**src/tpt_pkg.sv**
```systemverilog
// Package: register map, field positions and interval tables for touch timing
package tpt_pkg;
  // ----------------------------------------
  // Register map
  // ----------------------------------------
  localparam logic [7:0] DETECT_TIMING_OFS = 8'h04;
  localparam logic [7:0] SETTLE_BIAS_OFS = 8'h05;
  localparam logic [7:0] DETECT_TIMING_RST = 8'h00;
  localparam logic [7:0] SETTLE_BIAS_RST = 8'h00;

  // ----------------------------------------
  // Field positions
  // ----------------------------------------
  localparam int DET_DIS_BIT = 7;
  localparam int PRE_LSB = 4;
  localparam int SENSE_LSB = 0;
  localparam int BIAS_LSB = 6;
  localparam int SAMPLE_DBL_BIT = 5;
  localparam int SETTLE_LSB = 0;

  // ----------------------------------------
  // Interval lengths in timebase ticks (8 ticks per microsecond)
  // ----------------------------------------
  localparam int TICKS_PER_US = 8;
  localparam logic [12:0] T_0U25 = 13'h0002;
  localparam logic [12:0] T_1U = 13'(1 * TICKS_PER_US);
  localparam logic [12:0] T_2U = 13'(2 * TICKS_PER_US);
  localparam logic [12:0] T_3U = 13'(3 * TICKS_PER_US);
  localparam logic [12:0] T_10U = 13'(10 * TICKS_PER_US);
  localparam logic [12:0] T_30U = 13'(30 * TICKS_PER_US);
  localparam logic [12:0] T_100U = 13'(100 * TICKS_PER_US);
  localparam logic [12:0] T_300U = 13'(300 * TICKS_PER_US);
  localparam logic [12:0] T_1MS = 13'(1000 * TICKS_PER_US);
  localparam logic [12:0] SAMPLE_TICKS_RST = 13'h0008;

  // ----------------------------------------
  // Sequencer states
  // ----------------------------------------
  typedef enum logic [4:0] {
    ST_IDLE = 5'b00001,
    ST_PRE = 5'b00010,
    ST_SENSE = 5'b00100,
    ST_SETTLE = 5'b01000,
    ST_SAMPLE = 5'b10000
  } tpt_state_t;
endpackage : tpt_pkg

```
**src/tpt_touch_timing.sv**
```systemverilog
// Touch-panel detection and settling timing sequencer with its two registers
`timescale 1ns/10ps
`default_nettype none
// What this block does
// - Detection-disable bit at 0 runs pen detection, at 1 skips it, and it resets to 0.
// - A 3-bit code picks the precharge time, 0.25 us up to 1 ms at an 8 MHz timebase.
// - A 3-bit code picks the sense time, 1 us up to 1 ms at an 8 MHz timebase.
// - A 3-bit code picks the panel settling wait before each conversion, 0.25 us to 1 ms.
// - All intervals are fixed tick counts of the selected timebase, oscillator or divided clock.
// - A 2-bit field sets the comparator bias: normal, plus 25, 50 or 100 percent.
// - The sample-length bit at 1 doubles the sampling duration.
// - In self-controlled mode a detected pen touch starts conversions without a host command.
module tpt_touch_timing #(
  parameter logic [12:0] SAMPLE_TICKS = tpt_pkg::SAMPLE_TICKS_RST
) (
  // Clock and reset
  input wire logic core_clk,
  input wire logic rst,
  // Host control port
  input wire logic reg_wr,
  input wire logic [7:0] reg_addr,
  input wire logic [7:0] reg_wdata,
  output logic [7:0] reg_rdata_q,
  // Timebase
  input wire logic timebase_sel,
  input wire logic osc_tick,
  input wire logic mclk_div_tick,
  // Conversion control
  input wire logic self_ctrl,
  input wire logic host_start,
  input wire logic [1:0] axis_count,
  input wire logic pen_sense,
  // Panel and converter controls
  output logic precharge_on,
  output logic sense_on,
  output logic settle_on,
  output logic sample_on,
  output logic pen_touch_q,
  output logic conv_done_q,
  output logic [1:0] bias_q
);
  // ----------------------------------------
  // Registers
  // ----------------------------------------
  logic [7:0] detect_timing_q;
  logic [7:0] settle_bias_q;

  always_ff @(posedge core_clk) begin
    if (rst) begin
      detect_timing_q <= tpt_pkg::DETECT_TIMING_RST;
      settle_bias_q <= tpt_pkg::SETTLE_BIAS_RST;
    end else if (reg_wr) begin
      // Reserved bits are stored as written; software keeps them zero
      if (reg_addr == tpt_pkg::DETECT_TIMING_OFS) detect_timing_q <= reg_wdata;
      if (reg_addr == tpt_pkg::SETTLE_BIAS_OFS) settle_bias_q <= reg_wdata;
    end
  end

  always_ff @(posedge core_clk) begin
    if (rst) begin
      reg_rdata_q <= 8'h00;
    end else begin
      unique case (reg_addr)
        tpt_pkg::DETECT_TIMING_OFS: reg_rdata_q <= detect_timing_q;
        tpt_pkg::SETTLE_BIAS_OFS: reg_rdata_q <= settle_bias_q;
        default: reg_rdata_q <= 8'h00;
      endcase
    end
  end

  always_ff @(posedge core_clk) begin
    if (rst) bias_q <= 2'b00;
    else bias_q <= settle_bias_q[tpt_pkg::BIAS_LSB +: 2];
  end

  // ----------------------------------------
  // Interval decode
  // ----------------------------------------
  // Sense table differs from the other two only in its two shortest codes
  function automatic logic [12:0] interval_ticks(input logic [2:0] code, input logic is_sense);
    logic [12:0] t;
    t = 13'h0000;
    unique case (code)
      3'h0: t = is_sense ? tpt_pkg::T_1U : tpt_pkg::T_0U25;
      3'h1: t = is_sense ? tpt_pkg::T_2U : tpt_pkg::T_1U;
      3'h2: t = tpt_pkg::T_3U;
      3'h3: t = tpt_pkg::T_10U;
      3'h4: t = tpt_pkg::T_30U;
      3'h5: t = tpt_pkg::T_100U;
      3'h6: t = tpt_pkg::T_300U;
      3'h7: t = tpt_pkg::T_1MS;
    endcase
    return t;
  endfunction : interval_ticks

  logic det_dis;
  logic [12:0] pre_ticks;
  logic [12:0] sense_ticks;
  logic [12:0] settle_ticks;
  logic [12:0] sample_ticks;
  assign det_dis = detect_timing_q[tpt_pkg::DET_DIS_BIT];
  assign pre_ticks = interval_ticks(detect_timing_q[tpt_pkg::PRE_LSB +: 3], 1'b0);
  assign sense_ticks = interval_ticks(detect_timing_q[tpt_pkg::SENSE_LSB +: 3], 1'b1);
  assign settle_ticks = interval_ticks(settle_bias_q[tpt_pkg::SETTLE_LSB +: 3], 1'b0);
  assign sample_ticks = settle_bias_q[tpt_pkg::SAMPLE_DBL_BIT] ?
                        13'(SAMPLE_TICKS << 1) : SAMPLE_TICKS;

  // ----------------------------------------
  // Sequencer
  // ----------------------------------------
  tpt_pkg::tpt_state_t state_q;
  tpt_pkg::tpt_state_t state_d;
  logic [12:0] cnt_q;
  logic [1:0] axis_q;
  logic tick;
  logic [12:0] cur_ticks;
  logic expire;

  // Real time scales with the chosen source frequency
  assign tick = timebase_sel ? osc_tick : mclk_div_tick;

  always_comb begin
    cur_ticks = 13'h0001;
    unique case (state_q)
      tpt_pkg::ST_PRE: cur_ticks = pre_ticks;
      tpt_pkg::ST_SENSE: cur_ticks = sense_ticks;
      tpt_pkg::ST_SETTLE: cur_ticks = settle_ticks;
      tpt_pkg::ST_SAMPLE: cur_ticks = sample_ticks;
      default: cur_ticks = 13'h0001;
    endcase
  end

  assign expire = tick && (cnt_q == 13'(cur_ticks - 13'h0001));

  always_comb begin
    state_d = state_q;
    unique case (state_q)
      tpt_pkg::ST_IDLE: begin
        if (!det_dis && (self_ctrl || host_start)) state_d = tpt_pkg::ST_PRE;
        else if (det_dis && host_start && !self_ctrl) state_d = tpt_pkg::ST_SETTLE;
      end
      tpt_pkg::ST_PRE: if (expire) state_d = tpt_pkg::ST_SENSE;
      tpt_pkg::ST_SENSE: begin
        if (expire) begin
          if (pen_sense) state_d = tpt_pkg::ST_SETTLE;
          else state_d = tpt_pkg::ST_IDLE;
        end
      end
      tpt_pkg::ST_SETTLE: if (expire) state_d = tpt_pkg::ST_SAMPLE;
      tpt_pkg::ST_SAMPLE: begin
        if (expire) state_d = (axis_q != 2'b00) ? tpt_pkg::ST_SETTLE : tpt_pkg::ST_IDLE;
      end
      default: state_d = tpt_pkg::ST_IDLE;
    endcase
  end

  always_ff @(posedge core_clk) begin
    if (rst) state_q <= tpt_pkg::ST_IDLE;
    else state_q <= state_d;
  end

  always_ff @(posedge core_clk) begin
    if (rst || state_d != state_q) cnt_q <= 13'h0000;
    else if (tick) cnt_q <= 13'(cnt_q + 13'h0001);
  end

  // Axes still to convert after the current one
  always_ff @(posedge core_clk) begin
    if (rst) axis_q <= 2'b00;
    else if (state_q != tpt_pkg::ST_SETTLE && state_d == tpt_pkg::ST_SETTLE &&
             state_q != tpt_pkg::ST_SAMPLE) axis_q <= axis_count;
    else if (state_q == tpt_pkg::ST_SAMPLE && expire && axis_q != 2'b00)
      axis_q <= 2'(axis_q - 2'b01);
  end

  always_ff @(posedge core_clk) begin
    if (rst) begin
      pen_touch_q <= 1'b0;
      conv_done_q <= 1'b0;
    end else begin
      if (state_q == tpt_pkg::ST_SENSE && expire) pen_touch_q <= pen_sense;
      conv_done_q <= state_q == tpt_pkg::ST_SAMPLE && state_d == tpt_pkg::ST_IDLE;
    end
  end

  // Outputs are the one-hot state flops themselves
  assign precharge_on = state_q[1];
  assign sense_on = state_q[2];
  assign settle_on = state_q[3];
  assign sample_on = state_q[4];
endmodule : tpt_touch_timing
`default_nettype wire

```
**config.mk**
```make
export PLATFORM = sky130hd
export DESIGN_NAME = tpt_touch_timing
export DESIGN_NICKNAME = d
export VERILOG_FILES = /design/src/tpt_pkg.sv /design/src/tpt_touch_timing.sv
export SDC_FILE = /design/constraint.sdc
export NUM_CORES = 1
export LEC_CHECK = 0
export ABC_AREA = 0
export BUFFER_PORTS_ARGS = -buffer_cell sky130_fd_sc_hd__buf_2
export CAP_MARGIN = 20
export CORE_MARGIN = 1
export CORE_UTILIZATION = 50
export DETAILED_ROUTE_END_ITERATION = 16
export GPL_TIMING_DRIVEN = 0
export PLACE_DENSITY_LB_ADDON = 0.25
export SYNTH_ARGS = -nofsm -noshare
export SYNTH_HDL_FRONTEND = slang
export SYNTH_SLANG_ARGS = --single-unit
```
**constraint.sdc**
```tcl
create_clock -name core_clk -period 7.1 [get_ports core_clk]
set_input_delay 0.71 -clock core_clk [delete_from_list [all_inputs] [get_ports core_clk]]
set_output_delay 0.71 -clock core_clk [all_outputs]
set_load 0.01 [all_outputs]
```
## Yosys cells after proc, flatten, opt, wreduce, memory -nomap -nowiden

Memories as Yosys holds them, arrays and structs flattened. A register that Yosys moved wholly into a read port is not among the register bits.
Index checks and enable logic that the tools add are counted.

| word-level totals | value |
|---|---|
| RAM bits | 0 |
| output and inout port bits | 16 |
| bits of input ports | 27 |
| bits in registers | 48 |
| memories kept | 3 |
| latch bits | 0 |
| memory bits (read-only) | 256 |

| cells by class | value |
|---|---|
| div/mod/pow operators | 0 |
| muxes and demuxes | 21 |
| $add $sub $neg | 3 |
| reductions and logical operators | 18 |
| bitwise logic cells | 0 |
| equality and inequality tests | 13 |
| $mul | 0 |
| shifts and indexed selects | 0 |
| $lt $le $gt $ge | 0 |

Memories:

| memory | words | width | rd ports | clocked after memory_dff | write ports | RTL line | text |
|---|---|---|---|---|---|---|---|
| (no name shown) | 8 | 11 | 1 | 1 | 0 | tpt_touch_timing.sv:83 | `unique case (code)` |
| (no name shown) | 8 | 11 | 1 | 1 | 0 | tpt_touch_timing.sv:83 |  |
| (no name shown) | 8 | 10 | 1 | 1 | 0 | tpt_touch_timing.sv:83 |  |

Operator list:

| kind | count |
|---|---|
| one-hot mux 13 bit (4 select lines) | 1 |
| 2-to-1 mux 5 bit | 7 |
| one-hot mux 5 bit (5 select lines) | 1 |
| 2-to-1 mux 3 bit | 6 |
| equality test 8 x 3 -> 1 bit (second input constant) | 2 |
| one-hot mux 8 bit (2 select lines) | 1 |
| adder 13 x 1 -> 13 bit (second input constant) | 1 |
| equality test 13 bit | 1 |
| subtractor 13 x 1 -> 13 bit (second input constant) | 1 |
| equality test 5 x 1 -> 1 bit (second input constant) | 2 |
| equality test 5 x 4 -> 1 bit (second input constant) | 2 |
| logical AND 1 bit | 10 |
| 2-to-1 mux 4 bit | 2 |
| equality test 5 x 2 -> 1 bit (second input constant) | 1 |
| equality test 5 x 3 -> 1 bit (second input constant) | 1 |
| equality test 5 bit (second input constant) | 1 |
| inequality test 5 x 4 -> 1 bit (second input constant) | 1 |
| inequality test 5 bit | 1 |
| inequality test 5 bit (second input constant) | 1 |
| 2-to-1 mux 2 bit | 2 |
| AND reduction 2 bit | 2 |
| nonzero test 2 bit | 2 |
| logical NOT 1 bit | 2 |
| logical OR 1 bit | 2 |
| 2 further kinds | 2 |

## Logic depth before layout (Yosys ltp)

Gate-level depths: netlist (run 1).

| logic depth | value |
|---|---|
| depth after elaboration | 11 |
| depth in mapped cells | 14 |
| mapped depth without buffers | 12 |

## Worst setup path after synthesis (run 1)

OpenSTA, ideal clock, no wires.

| path | value |
|---|---|
| path type | reg-to-reg |
| start point | register state_q[3] |
| end point | register axis_q[1] |
| buffers on the path | 2 |
| data required time | 7.017 ns |
| arrival | 3.343 ns |
| cell stages (with the launch flop) | 15 |
| setup slack | 3.674 ns |
| clock period less this slack | 3.426 ns |
| setup time | 0.083 ns |
| cell sequence | dfxtp_1 -> buf_6 -> nor4b_2 -> a221oi_2 -> a2111oi_4 -> ha_1 -> nor3b_1 -> nand4_1 -> xnor2_1 -> a2111oi_2 -> nor4b_4 -> buf_6 -> nand2_4 -> mux2_4 -> o31ai_4 |

| on the way | value |
|---|---|
| longest elaborated chain between the ends | 11 |
| elaborated cells between the ends (all ways) | 25 |
| classes of those cells | add/sub (1); eq/ne (9); mux (9); reduce/logical (6) |

RTL lines:

| element | RTL line | text |
|---|---|---|
| start, declared | tpt_touch_timing.sv:111 | `tpt_pkg::tpt_state_t state_q;` |
| start signal, assigned | tpt_touch_timing.sv:158 | `if (rst) state_q <= tpt_pkg::ST_IDLE;` |
| start signal, assigned | tpt_touch_timing.sv:159 | `else state_q <= state_d;` |
| equality test 5 bit (tied with other cells) | tpt_touch_timing.sv:124, tpt_touch_timing.sv:137, tpt_touch_timing.sv:172 |  |
| one-hot mux 13 bit (4 select lines) | tpt_touch_timing.sv:124 | `unique case (state_q)` |
| subtractor 13 x 1 -> 13 bit | tpt_touch_timing.sv:133 | `assign expire = tick && (cnt_q == 13'(cur_ticks - 13'h0001));` |
| equality test 13 bit | tpt_touch_timing.sv:133 |  |
| logical AND 1 bit | tpt_touch_timing.sv:133 |  |
| 2-to-1 mux 5 bit, on equally long branches | n/a |  |
| one-hot mux 5 bit (5 select lines) | tpt_touch_timing.sv:137 | `unique case (state_q)` |
| equality test 5 x 4 -> 1 bit | tpt_touch_timing.sv:170 | `else if (state_q != tpt_pkg::ST_SETTLE && state_d == tpt_pkg::ST_SETTLE &&` |
| logical AND 1 bit (2 in a row) | tpt_touch_timing.sv:170 |  |
| 2-to-1 mux 2 bit or nonzero test 2 bit (tied branches) | n/a |  |
| end signal, assigned | tpt_touch_timing.sv:173 | `axis_q <= 2'(axis_q - 2'b01);` |
| end, declared | tpt_touch_timing.sv:114 | `logic [1:0] axis_q;` |

Several ways; a longest one is shown, not always the timed one.
A chain may end at the register's enable or synchronous reset.

## Worst setup path after layout (run 1)

| path | value |
|---|---|
| start point | register state_q[3] |
| end point | register cnt_q[7] |

| on the way | value |
|---|---|
| longest elaborated chain between the ends | 9 |
| elaborated cells between the ends (all ways) | 18 |
| classes of those cells | add/sub (1); eq/ne (7); mux (8); reduce/logical (2) |

RTL lines:

| element | RTL line | text |
|---|---|---|
| equality test 5 bit (tied with other cells) | tpt_touch_timing.sv:124, tpt_touch_timing.sv:137 |  |
| one-hot mux 13 bit (4 select lines) | tpt_touch_timing.sv:124 |  |
| subtractor 13 x 1 -> 13 bit | tpt_touch_timing.sv:133 |  |
| equality test 13 bit | tpt_touch_timing.sv:133 |  |
| logical AND 1 bit | tpt_touch_timing.sv:133 |  |
| 2-to-1 mux 5 bit, on equally long branches | n/a |  |
| one-hot mux 5 bit (5 select lines) | tpt_touch_timing.sv:137 |  |
| inequality test 5 bit * | tpt_touch_timing.sv:163 | `if (rst \|\| state_d != state_q) cnt_q <= 13'h0000;` |
| logical OR 1 bit * | tpt_touch_timing.sv:163 |  |
| end signal, assigned | tpt_touch_timing.sv:164 | `else if (tick) cnt_q <= 13'(cnt_q + 13'h0001);` |
| end, declared | tpt_touch_timing.sv:113 | `logic [12:0] cnt_q;` |

Every way passes the cells marked *; elsewhere a longest branch is shown, timed or not.

==> results of run 1 <==
[Yosys cell counts, drive strengths merged (2+ instances only)]
| master | count | area (µm²) |
|---|---|---|
| nor3b | 3 | 22.5 |
| buf | 11 | 71.3 |
| mux2 | 5 | 60.1 |
| inv | 13 | 48.8 |
| o21bai | 2 | 15.0 |
| a2111oi | 4 | 97.6 |
| nor4b | 3 | 47.5 |
| dfxtp | 77 | 1540 |
| clkbuf | 7 | 26.3 |
| or3 | 5 | 31.3 |
| ha | 11 | 138 |
| a31o | 2 | 17.5 |
| nor2b | 10 | 62.6 |
| nor2 | 61 | 229 |
| o21ai | 4 | 20.0 |
| nor3 | 28 | 150 |
| a211oi | 2 | 15.0 |
| or2 | 5 | 31.3 |
| xor2 | 9 | 78.8 |
| nor4 | 7 | 43.8 |
| and4 | 2 | 17.5 |
| a221oi | 2 | 23.8 |
| and2 | 9 | 56.3 |
| a211o | 2 | 17.5 |
| a21oi | 18 | 90.1 |
| mux2i | 27 | 270 |
| o211ai | 3 | 22.5 |
| xnor2 | 11 | 96.3 |
| and3 | 10 | 62.6 |
| nand4 | 4 | 25.0 |
| nand3 | 7 | 47.6 |
| o311a | 2 | 20.0 |
| nand3b | 12 | 90.1 |
| nand2 | 21 | 86.3 |
[power by group through the flow]
stage / Combinational (mW) / Sequential, mW / Clock [mW]
detailed placement: 0.0877 / 0.448 / 0
global route: 0.0973 / 0.438 / 0.357
floorplan: 0.0636 / 0.447 / 0
finish: 0.0885 / 0.438 / 0.328
CTS: 0.0880 / 0.438 / 0.336
global placement: 0.0864 / 0.448 / 0
[flip-flops by register name, summed over array words and instances (netlist names)]
register         cells
axis_q               2
bias_q               2
cnt_q               13
conv_done_q          1
detect_timing_q      8
pen_touch_q          1
pre_ticks           10
reg_rdata_q          8
sense_ticks          9
settle_bias_q        8
settle_ticks        10
state_q              5
[logic make-up (layout without fill, tap and decap cells)]
| kind of cell | count (synthesis) | count (layout) | share of synthesized area |
|---|---|---|---|
| fa+ha+maj | 11 | 11 | 0.0361 |
| buf+inv | 31 | 87 | 0.0384 |
| flops | 77 | 77 | 0.405 |
| xor+xnor | 20 | 20 | 0.0460 |
| mux | 32 | 32 | 0.0867 |
| simple gates | 192 | 192 | 0.274 |
| compound gates | 50 | 50 | 0.114 |
[metrics by stage]
stage	utilization	area [µm²]
floorplan	-	3810
global placement	0.567	4140
detailed placement	0.567	4140
CTS	0.594	4330
global route	0.594	4330
finish	0.594	4330
[cell type report]
type	count	area [µm²]
plain buffers	18	97.6
clock buffers	9	124
clock inverters	6	68.8
fillers	689	2960
inverters	13	48.8
multi-input cells	305	2120
flip-flops and latches	77	1540
well taps	99	124
repair buffers	41	205
[worst max path at each step]
stage | start | end | slack [ns] | depth (start not counted)
final | state_q[3]$_SDFF_PP0_ | cnt_q[7]$_SDFFE_PP0P_ | 3.08 | 14
after global routing | state_q[3]$_SDFF_PP0_ | cnt_q[0]$_SDFFE_PP0P_ | 2.79 | 14
after CTS | state_q[3]$_SDFF_PP0_ | cnt_q[7]$_SDFFE_PP0P_ | 3.11 | 14
after detailed placement | state_q[3]$_SDFF_PP0_ | cnt_q[7]$_SDFFE_PP0P_ | 3.14 | 14
after global placement | state_q[3]$_SDFF_PP0_ | cnt_q[6]$_SDFFE_PP0P_ | 3.22 | 14
after floorplan | state_q[3]$_SDFF_PP0_ | axis_q[1]$_SDFFE_PP0P_ | 3.67 | 14
[worst max-delay path, delay by kind of cell (launching register included)]
kind                       cells  cell delay [ns]
AOI/OAI and AO/OA              5             1.41
DFF                            1             0.38
buffers and inverters          2             0.46
adders and majority gates      1             0.28
xor gates and xnor gates       1             0.21
and+or+nand+nor                5             1.16
[routing by layer]
metal | GRT usage | vias up | routed length (µm)
met5 | 0 | - | 0
met4 | 0.114 | 0 | 129
met3 | 0.0480 | 12 | 337
met2 | 0.355 | 67 | 3860
met1 | 0.296 | 1456 | 3970
li1 | - | 1558 | -
==> results_dict.tcl, run 1 <==
set metrics [dict create \
    totalWireLength_um 8300 \
    dpl_worst_slack_ns 3.14 \
    crit_chain "buf_6, nor4b_2, a221oi_2, a2111oi_4, ha_1, nor3b_1, nand4_1, xnor2_1, a2111oi_2, nor4b_4, a21oi_1, o221ai_2, buf_2, nor2_1" \
    hold_violations 0 \
    track_usage 0.227 \
    grt-ovfl-total 0 \
    setup-violations-final 0 \
    maxSlewHeadroom 0.482 \
    start_util 0.522 \
    dp_hpwl_um 6350 \
    nNetsFinal 503 \
    min_path_type "register to register" \
    endpoint_kind "register" \
    ant_nets 0 \
    area_growth_pct 13.7 \
    clk_pin_slew_ns 0.08 \
    crit_fanout 10 \
    fin_total_pwr_uw 854 \
    insertion_delay_ns 0.35 \
    r2r_end "cnt_q[7]$_SDFFE_PP0P_" \
    instances_no_fill 568 \
    syn_avg_cell_area_um2 9.22 \
    pwr-share-clk 0.384 \
    final_max_slew_viol_count 0 \
    power_frac_seq 0.512 \
    rows 31 \
    r2r_start "state_q[3]$_SDFF_PP0_" \
    synth-seq-cells 77 \
    status "complete, no violations" \
    r2r_cells 14 \
    fp.dieW_um 89.3 \
    post-cts-setup-buffer-count 0 \
    switching_share 0.258 \
    synthArstFlopShare 0 \
    htree_levels 3 \
    crit_type "register to register" \
    worstHoldStart "pen_touch_q$_SDFFE_PP0P_" \
    synth_edf_count 0 \
    tns_ns 0 \
    p_int_uw 634 \
    min_to "pen_touch_q$_SDFFE_PP0P_" \
    cts_root_buf "clkbuf_8" \
    core_mm2 0.00729 \
    synth_cells 413 \
    tritoncts "yes" \
    numCtsBuffers 9 \
    maxCapViolations 0 \
    grt_max_degree 15 \
    period_share 0.567 \
    synth_ff_type "dfxtp_1" \
    num_antenna_cells 0 \
    setup_ws_ns 3.08 \
    crit_required_ns 7.33 \
    final_common_cell "dfxtp_1" \
    ys_seq_area_frac 0.405 \
    p_comb_frac 0.104 \
    max_freq_mhz 248 \
    dieHeight_um 89.3 \
    drive_above_1_share 0.200 \
    r2r_slack_ns 3.08 \
    crit_path_max_incr_delay_ns 0.49 \
    startpoint_type "register" \
    synth_area_mm2 0.00381 \
    grt_pass1_vias 2847 \
    portBuffers 41 \
    cts.sinks 77 \
    cp.arrival_ns 4.25 \
    worst_pin_slew_ns 0.770 \
    dpl.cell_count 553 \
    first_pass_iters 4 \
    hold_ws_ns 0.460 \
    p_switching_uw 220 \
    grt_antenna_before_repair 0 \
    final_cell_mix "dfxtp_1, nor2_1, buf_2" \
    ir_worst_vdd_mv 0.105 \
    fin_skew_ns 0.0180 \
    rsz0062_at_grt "false" \
    ioPinCount 43 \
    grt_pass1_wl_um 13500 \
    ys_warn_count 0 \
    cts.repair.resized 0 \
    p_leak_nw 1.86 \
    drtIter0Drc 164 \
    routabilityCongestion 0.855 \
    holdBufCountCts 0 \
    slowest_stage "a2111oi_4" \
    pwr_density_cell_mw_per_mm2 197 \
    clock_path_buffers 2 \
    via_per_inst 5.45 \
    hold_depth 2 \
    wire_per_inst_um 14.6 \
    drc 0 \
    fin_crit_ns 4.02 \
    yosysUniqueCellTypes 59 \
    dieArea_mm2 0.00797 \
    vias 3093 \
    syn-num-nets 451 \
]
(Power assumes the default switching activity.)
==> run 2: changes to the inputs <==
Settings changed: ABC_AREA 0 to 1.
Clock period 7.1 ns to 3.3 ns, I/O delays scaled along.
==> results_dict.tcl, run 2 <==
set metrics [dict create \
    crit_path_max_incr_delay_ns 0.40 \
    ys_warn_count 0 \
    setup-violations-final 10 \
    r2r_cells 20 \
    ys_seq_area_frac 0.394 \
    slowest_stage "nor2_1" \
    synthArstFlopShare 0 \
    clk_pin_slew_ns 0.09 \
    dieArea_mm2 0.00819 \
    final_common_cell "nand2_1" \
    synth.most_common_cell "nand2_1" \
    place_area_mm2 0.00425 \
    worst_pin_slew_ns 0.654 \
    hold_violations 0 \
    fin_skew_ns 0.0115 \
    violations "negative setup slack" \
    synth-seq-cells 77 \
    largest_reg_flops 13 \
    grt_max_degree 16 \
    syn-num-nets 579 \
    first_pass_iters 5 \
    setup.worst_path.end "cnt_q[3]$_SDFFE_PP0P_" \
    synth_ff_type "dfxtp_1" \
    core_mm2 0.00741 \
    grt_pass1_wl_um 15500 \
    area_growth_pct 27.1 \
    track_usage 0.235 \
    period_share 1.02 \
    wire_per_inst_um 13.9 \
    routabilityCongestion 0.842 \
    rsz0062_at_grt "true" \
    startpoint "state_q[1]$_SDFF_PP0_" \
    fp.dieW_um 90.5 \
    via_per_inst 5.24 \
    clock_path_buffers 2 \
    crit_buf_inv 2 \
    crit_chain "nor2_4, buf_12, nand2_1, nor2_1, nand2_1, nand3_1, xor2_1, nand3_1, nand2_1, o21ai_1, nor2_4, nand3_4, nand2_2, nand2_2, nand3_2, nand3_2, nor2_4, nand2_4, buf_8, nor3_4" \
    grt_pass1_vias 3370 \
    totalWireLength_um 10100 \
    grt_antenna_before_repair 0 \
    maxCapViolations 0 \
    instances_no_fill 728 \
    ant_nets 0 \
    insertion_delay_ns 0.36 \
    seq_area_mm2 0.00156 \
    cts.sinks 77 \
    multi_input_area_mm2 0.00226 \
    fin_crit_ns 3.36 \
    nFillCells 585 \
    endpoint_kind "register" \
    r2r_end "cnt_q[3]$_SDFFE_PP0P_" \
    tns_ns -0.537 \
    yosys.area.top_type_share 0.394 \
    pwr_density_cell_mw_per_mm2 598 \
    maxSlewHeadroom 0.561 \
    hold_ws_ns 0.184 \
    drtIter0Drc 220 \
    synthTopCellsByCount "nand2_1, dfxtp_1, inv_1, nor2_1" \
    drc 0 \
    rows 31 \
    setup_ws_ns -0.0611 \
    yosysUniqueCellTypes 33 \
    crit_type "register to register" \
    fin_total_pwr_mw 2.98 \
    r2r_slack_ns -0.06 \
    r2r_start "state_q[1]$_SDFF_PP0_" \
    synth_area_mm2 0.00391 \
    tritoncts "yes" \
    syn_avg_cell_area_um2 7.23 \
    dpl.cell_count 682 \
    grt-ovfl-total 0 \
    p_leak_nw 2.28 \
    ioPinCount 43 \
    num_antenna_cells 0 \
    cp.depth 20 \
    final_cell_mix "nand2_1, dfxtp_1, inv_1" \
    yosysTopAreaCell "dfxtp_1" \
    dieHeight_um 90.5 \
    startpoint_type "register" \
    start_util 0.528 \
    synth_cells 541 \
    status "finished, violations left" \
    drive_above_1_share 0.261 \
    ir_worst_vdd_mv 0.251 \
    portBuffers 42 \
    htree_levels 3 \
    crit_family "simple AND/OR/NAND/NOR gates" \
    max_freq_mhz 298 \
    nNetsFinal 662 \
    crit_fanout 8 \
    dp_hpwl_um 6700 \
    min_path_type "primary input to register" \
    top_register "cnt_q" \
    crit_required_ns 3.59 \
    synthTopCellsByArea "dfxtp_1, nand2_1, inv_1" \
    numCtsBuffers 9 \
    synth_edf_count 0 \
    cp.arrival_ns 3.65 \
    vias 3818 \
    cts_root_buf "clkbuf_8" \
    final_max_slew_viol_count 0 \
    stdcell_area_mm2 0.00497 \
]
run 2: cell count changes after synthesis, sizes merged, moves of 8 or more:
cell / change
and2: -9
and3: -9
inv: +60
mux2i: -26
nand2: +116
nand3: +18
nand3b: -12
nand4: +17
nor2: +23
nor2b: -10
o21ai: +11
xnor2: -8
run 2: kinds of logic (layout without fill, tap and decap cells):
| group | Yosys count | count (layout) | synth area share |
|---|---|---|---|
| xor gates and xnor gates | 19 | 19 | 0.0425 |
| adders and majority gates | 11 | 11 | 0.0352 |
| AOI/OAI and AO/OA | 45 | 45 | 0.0623 |
| and+or+nand+nor | 307 | 307 | 0.382 |
| DFF | 77 | 77 | 0.394 |
| muxes | 1 | 1 | 0.00256 |
| buffers and inverters | 81 | 169 | 0.0812 |
run 2: final cells by class:
type | count | area share
Clock buffer | 9 | 0.0249
Tap cell | 99 | 0.0249
Multi-Input combinational cell | 383 | 0.455
Sequential cell | 77 | 0.314
Clock inverter | 7 | 0.0166
Inverter | 73 | 0.0556
Timing Repair Buffer | 72 | 0.0958
Buffer | 8 | 0.0138
run 2: repair_timing:
item / in CTS / in global routing
cloned: 0 / 1
endpoints found under the setup margin: 15 / 19
buffers inserted: 14 / 15
hold buffers: 0 / 0
pin swaps: 11 / 20
gates resized for setup: 25 / 37
endpoints found under the hold margin: 0 / 0
run 2: metrics by stage:
stage	setup WS, ns	util
finish	-0.0611	0.672
global route	-0.285	0.672
CTS	0.00820	0.628
detailed placement	-0.346	0.573
global placement	-0.311	0.573
floorplan	0.188	-
run 2: worst register-to-register path, stage by stage, from the launching register on:
cell and delay [ns]:
dfxtp_4 0.38, nor2_4 0.15, buf_12 0.14, nand2_1 0.05
nor2_1 0.40, nand2_1 0.10, nand3_1 0.21, xor2_1 0.27
nand3_1 0.13, nand2_1 0.10, o21ai_1 0.12, nor2_4 0.18
nand3_4 0.17, nand2_2 0.13, nand2_2 0.08, nand3_2 0.07
nand3_2 0.08, nor2_4 0.14, nand2_4 0.09, buf_8 0.15
nor3_4 0.13
run 2: per-layer routing:
layer  GRT usage  share of wire  vias to the layer above
li1            -              -                     1892
met1       0.291           0.43                     1753
met2       0.395           0.48                      140
met3      0.0564          0.056                       33
met4      0.0887          0.028                        0
met5           0              0                        -
run 2: where the power goes:
| group | total, mW | internal [mW] | switching (mW) |
|---|---|---|---|
| Clock | 0.758 | 0.360 | 0.398 |
| Combinational | 1.22 | 0.496 | 0.722 |
| Sequential | 0.998 | 0.957 | 0.0412 |
run 2: worst min-delay path by stage:
| stage | to | slack [ns] | startpoint | depth (start not counted) |
|---|---|---|---|---|
| floorplan | bias_q[0]$_SDFF_PP0_ | 0.42 | settle_bias_q[6]$_SDFFE_PP0P_ | 2 |
| global placement | bias_q[0]$_SDFF_PP0_ | 0.44 | settle_bias_q[6]$_SDFFE_PP0P_ | 2 |
| detailed placement | bias_q[0]$_SDFF_PP0_ | 0.44 | settle_bias_q[6]$_SDFFE_PP0P_ | 2 |
| CTS | axis_q[0]$_SDFFE_PP0P_ | 0.19 | axis_count[0] | 3 |
| global route | axis_q[1]$_SDFFE_PP0P_ | 0.22 | axis_count[1] | 3 |
| finish | axis_q[0]$_SDFFE_PP0P_ | 0.18 | axis_count[0] | 3 |
==> run 3: changes to the inputs <==
Settings changed: ABC_AREA 1 to not set.
==> results_dict.tcl, run 3 (synthesis gave the netlist of run 1 again) <==
set metrics [dict create \
    top_register "cnt_q" \
    dieHeight_um 89.3 \
    r2r_slack_ns -0.21 \
    clk_pin_slew_ns 0.08 \
    r2r_start "state_q[3]$_SDFF_PP0_" \
    setup-violations-final 19 \
    setup_ws_ns -0.210 \
    clock_path_buffers 2 \
    cts_root_buf "clkbuf_8" \
    final_cell_mix "dfxtp_1, nor2_1, buf_2" \
    status "finished, violations left" \
    drive_above_1_share 0.297 \
    stdcell_area_mm2 0.00478 \
    via_per_inst 5.58 \
    grt_max_degree 14 \
    first_pass_iters 4 \
    final_util 0.655 \
    endpoint_kind "register" \
    routabilityCongestion 0.897 \
    largest_reg_flops 13 \
    portBuffers 41 \
    fin_skew_ns 0.0105 \
    maxSlewHeadroom 0.547 \
    dr_wl_met3_um 450 \
    rows 31 \
    worstHoldStart "reg_wdata[3]" \
    tritoncts "yes" \
    drc 0 \
    wl_met2_um 4410 \
    htree_levels 3 \
    holdBufCountCts 0 \
    insertion_delay_ns 0.35 \
    period_share 1.06 \
    min_path_type "primary input to register" \
    rsz0062_at_grt "true" \
    crit_fanout 7 \
    dpl_worst_slack_ns -0.557 \
    min_to "settle_bias_q[3]$_SDFFE_PP0P_" \
    core_mm2 0.00729 \
    track_usage 0.238 \
    grt_pass1_wl_um 14200 \
    violations "negative setup slack" \
    cts.sinks 77 \
    vias 3293 \
    dp_hpwl_um 6390 \
    wl_met1_um 4260 \
    drtIter0Drc 194 \
    nFillCells 614 \
    p_leak_nw 2.04 \
    grt-ovfl-total 0 \
    numCtsBuffers 9 \
    pwr_density_cell_mw_per_mm2 402 \
    grt_pass1_vias 2983 \
    dieArea_mm2 0.00797 \
    r2r_cells 12 \
    area_growth_pct 25.4 \
    wire_per_inst_um 15.9 \
    grt_antenna_before_repair 0 \
    fin_crit_ns 3.51 \
    place_area_mm2 0.00415 \
    ir_worst_vdd_mv 0.263 \
    top_layer_used "met4" \
    cp.arrival_ns 3.80 \
    r2r_end "conv_done_q$_SDFF_PP0_" \
    hold_depth 3 \
    totalWireLength_um 9350 \
    start_util 0.522 \
    nNetsFinal 525 \
    num_antenna_cells 0 \
    crit_required_ns 3.59 \
    hold_violations 0 \
    ioPinCount 43 \
    fin_total_pwr_mw 1.92 \
    max_freq_mhz 285 \
    final_max_slew_viol_count 0 \
    maxCapViolations 0 \
    crit_type "register to register" \
    worst_pin_slew_ns 0.680 \
    fp.dieW_um 89.3 \
    startpoint_type "register" \
    final_common_cell "dfxtp_1" \
    ant_nets 0 \
]
-- run 3: how the worst max path moves through the flow --
stage                                  end                   from  slack, ns
finish              conv_done_q$_SDFF_PP0_  state_q[3]$_SDFF_PP0_      -0.21
detailed placement   cnt_q[3]$_SDFFE_PP0P_  state_q[4]$_SDFF_PP0_      -0.56
global placement     cnt_q[7]$_SDFFE_PP0P_  state_q[4]$_SDFF_PP0_      -0.51
CTS                 axis_q[1]$_SDFFE_PP0P_  state_q[3]$_SDFF_PP0_       -0.1
floorplan           axis_q[1]$_SDFFE_PP0P_  state_q[4]$_SDFF_PP0_      0.004
global route        conv_done_q$_SDFF_PP0_  state_q[3]$_SDFF_PP0_      -0.37
-- run 3: worst max-delay path, stage by stage, from the launching register on --
cell	delay [ns]
dfxtp_4	0.38
buf_4	0.14
nor3_2	0.41
and2_4	0.32
o2bb2ai_2	0.23
xnor2_1	0.14
or3_4	0.35
a2111oi_4	0.37
nor4b_4	0.27
buf_6	0.17
mux2_4	0.31
a21oi_2	0.16
and4_1	0.20
-- run 3: layout make-up --
type	instances	area, µm²	share of cell area
multi-input cells	305	2340	0.489
flip-flops and latches	77	1560	0.326
repair buffers	63	393	0.0822
plain buffers	18	131	0.0275
clock buffers	10	128	0.0267
well taps	99	124	0.0259
clock inverters	5	61.3	0.0128
inverters	13	48.8	0.0102
-- run 3: power breakdown --
group / leakage (nW) / internal, mW / switching (mW)
Clock: 0.0967 / 0.350 / 0.351
Combinational: 1.32 / 0.134 / 0.141
Sequential: 0.623 / 0.933 / 0.0104
-- run 3: what timing repair did --
| action | 4_1_cts | 5_1_grt |
|---|---|---|
| buffers inserted | 16 | 4 |
| pin swaps | 15 | 11 |
| gates cloned | 1 | 1 |
| resized for setup | 40 | 19 |
| setup endpoints to repair | 22 | 22 |
-- run 3: routing by layer --
layer,global-route usage,up-vias
met5,0,-
met4,0.117,0
met3,0.0406,24
met2,0.380,103
met1,0.313,1564
li1,-,1602
-- run 3: through the flow --
step	cells	hold WS [ns]	setup TNS, ns
3_5_place_dp	553	0.453	-9.22
5_1_grt	590	0.231	-5.88
4_1_cts	585	0.232	-0.521
2_1_floorplan	413	0.460	0
6_report	590	0.233	-2.32
3_3_place_gp	553	0.438	-8.28
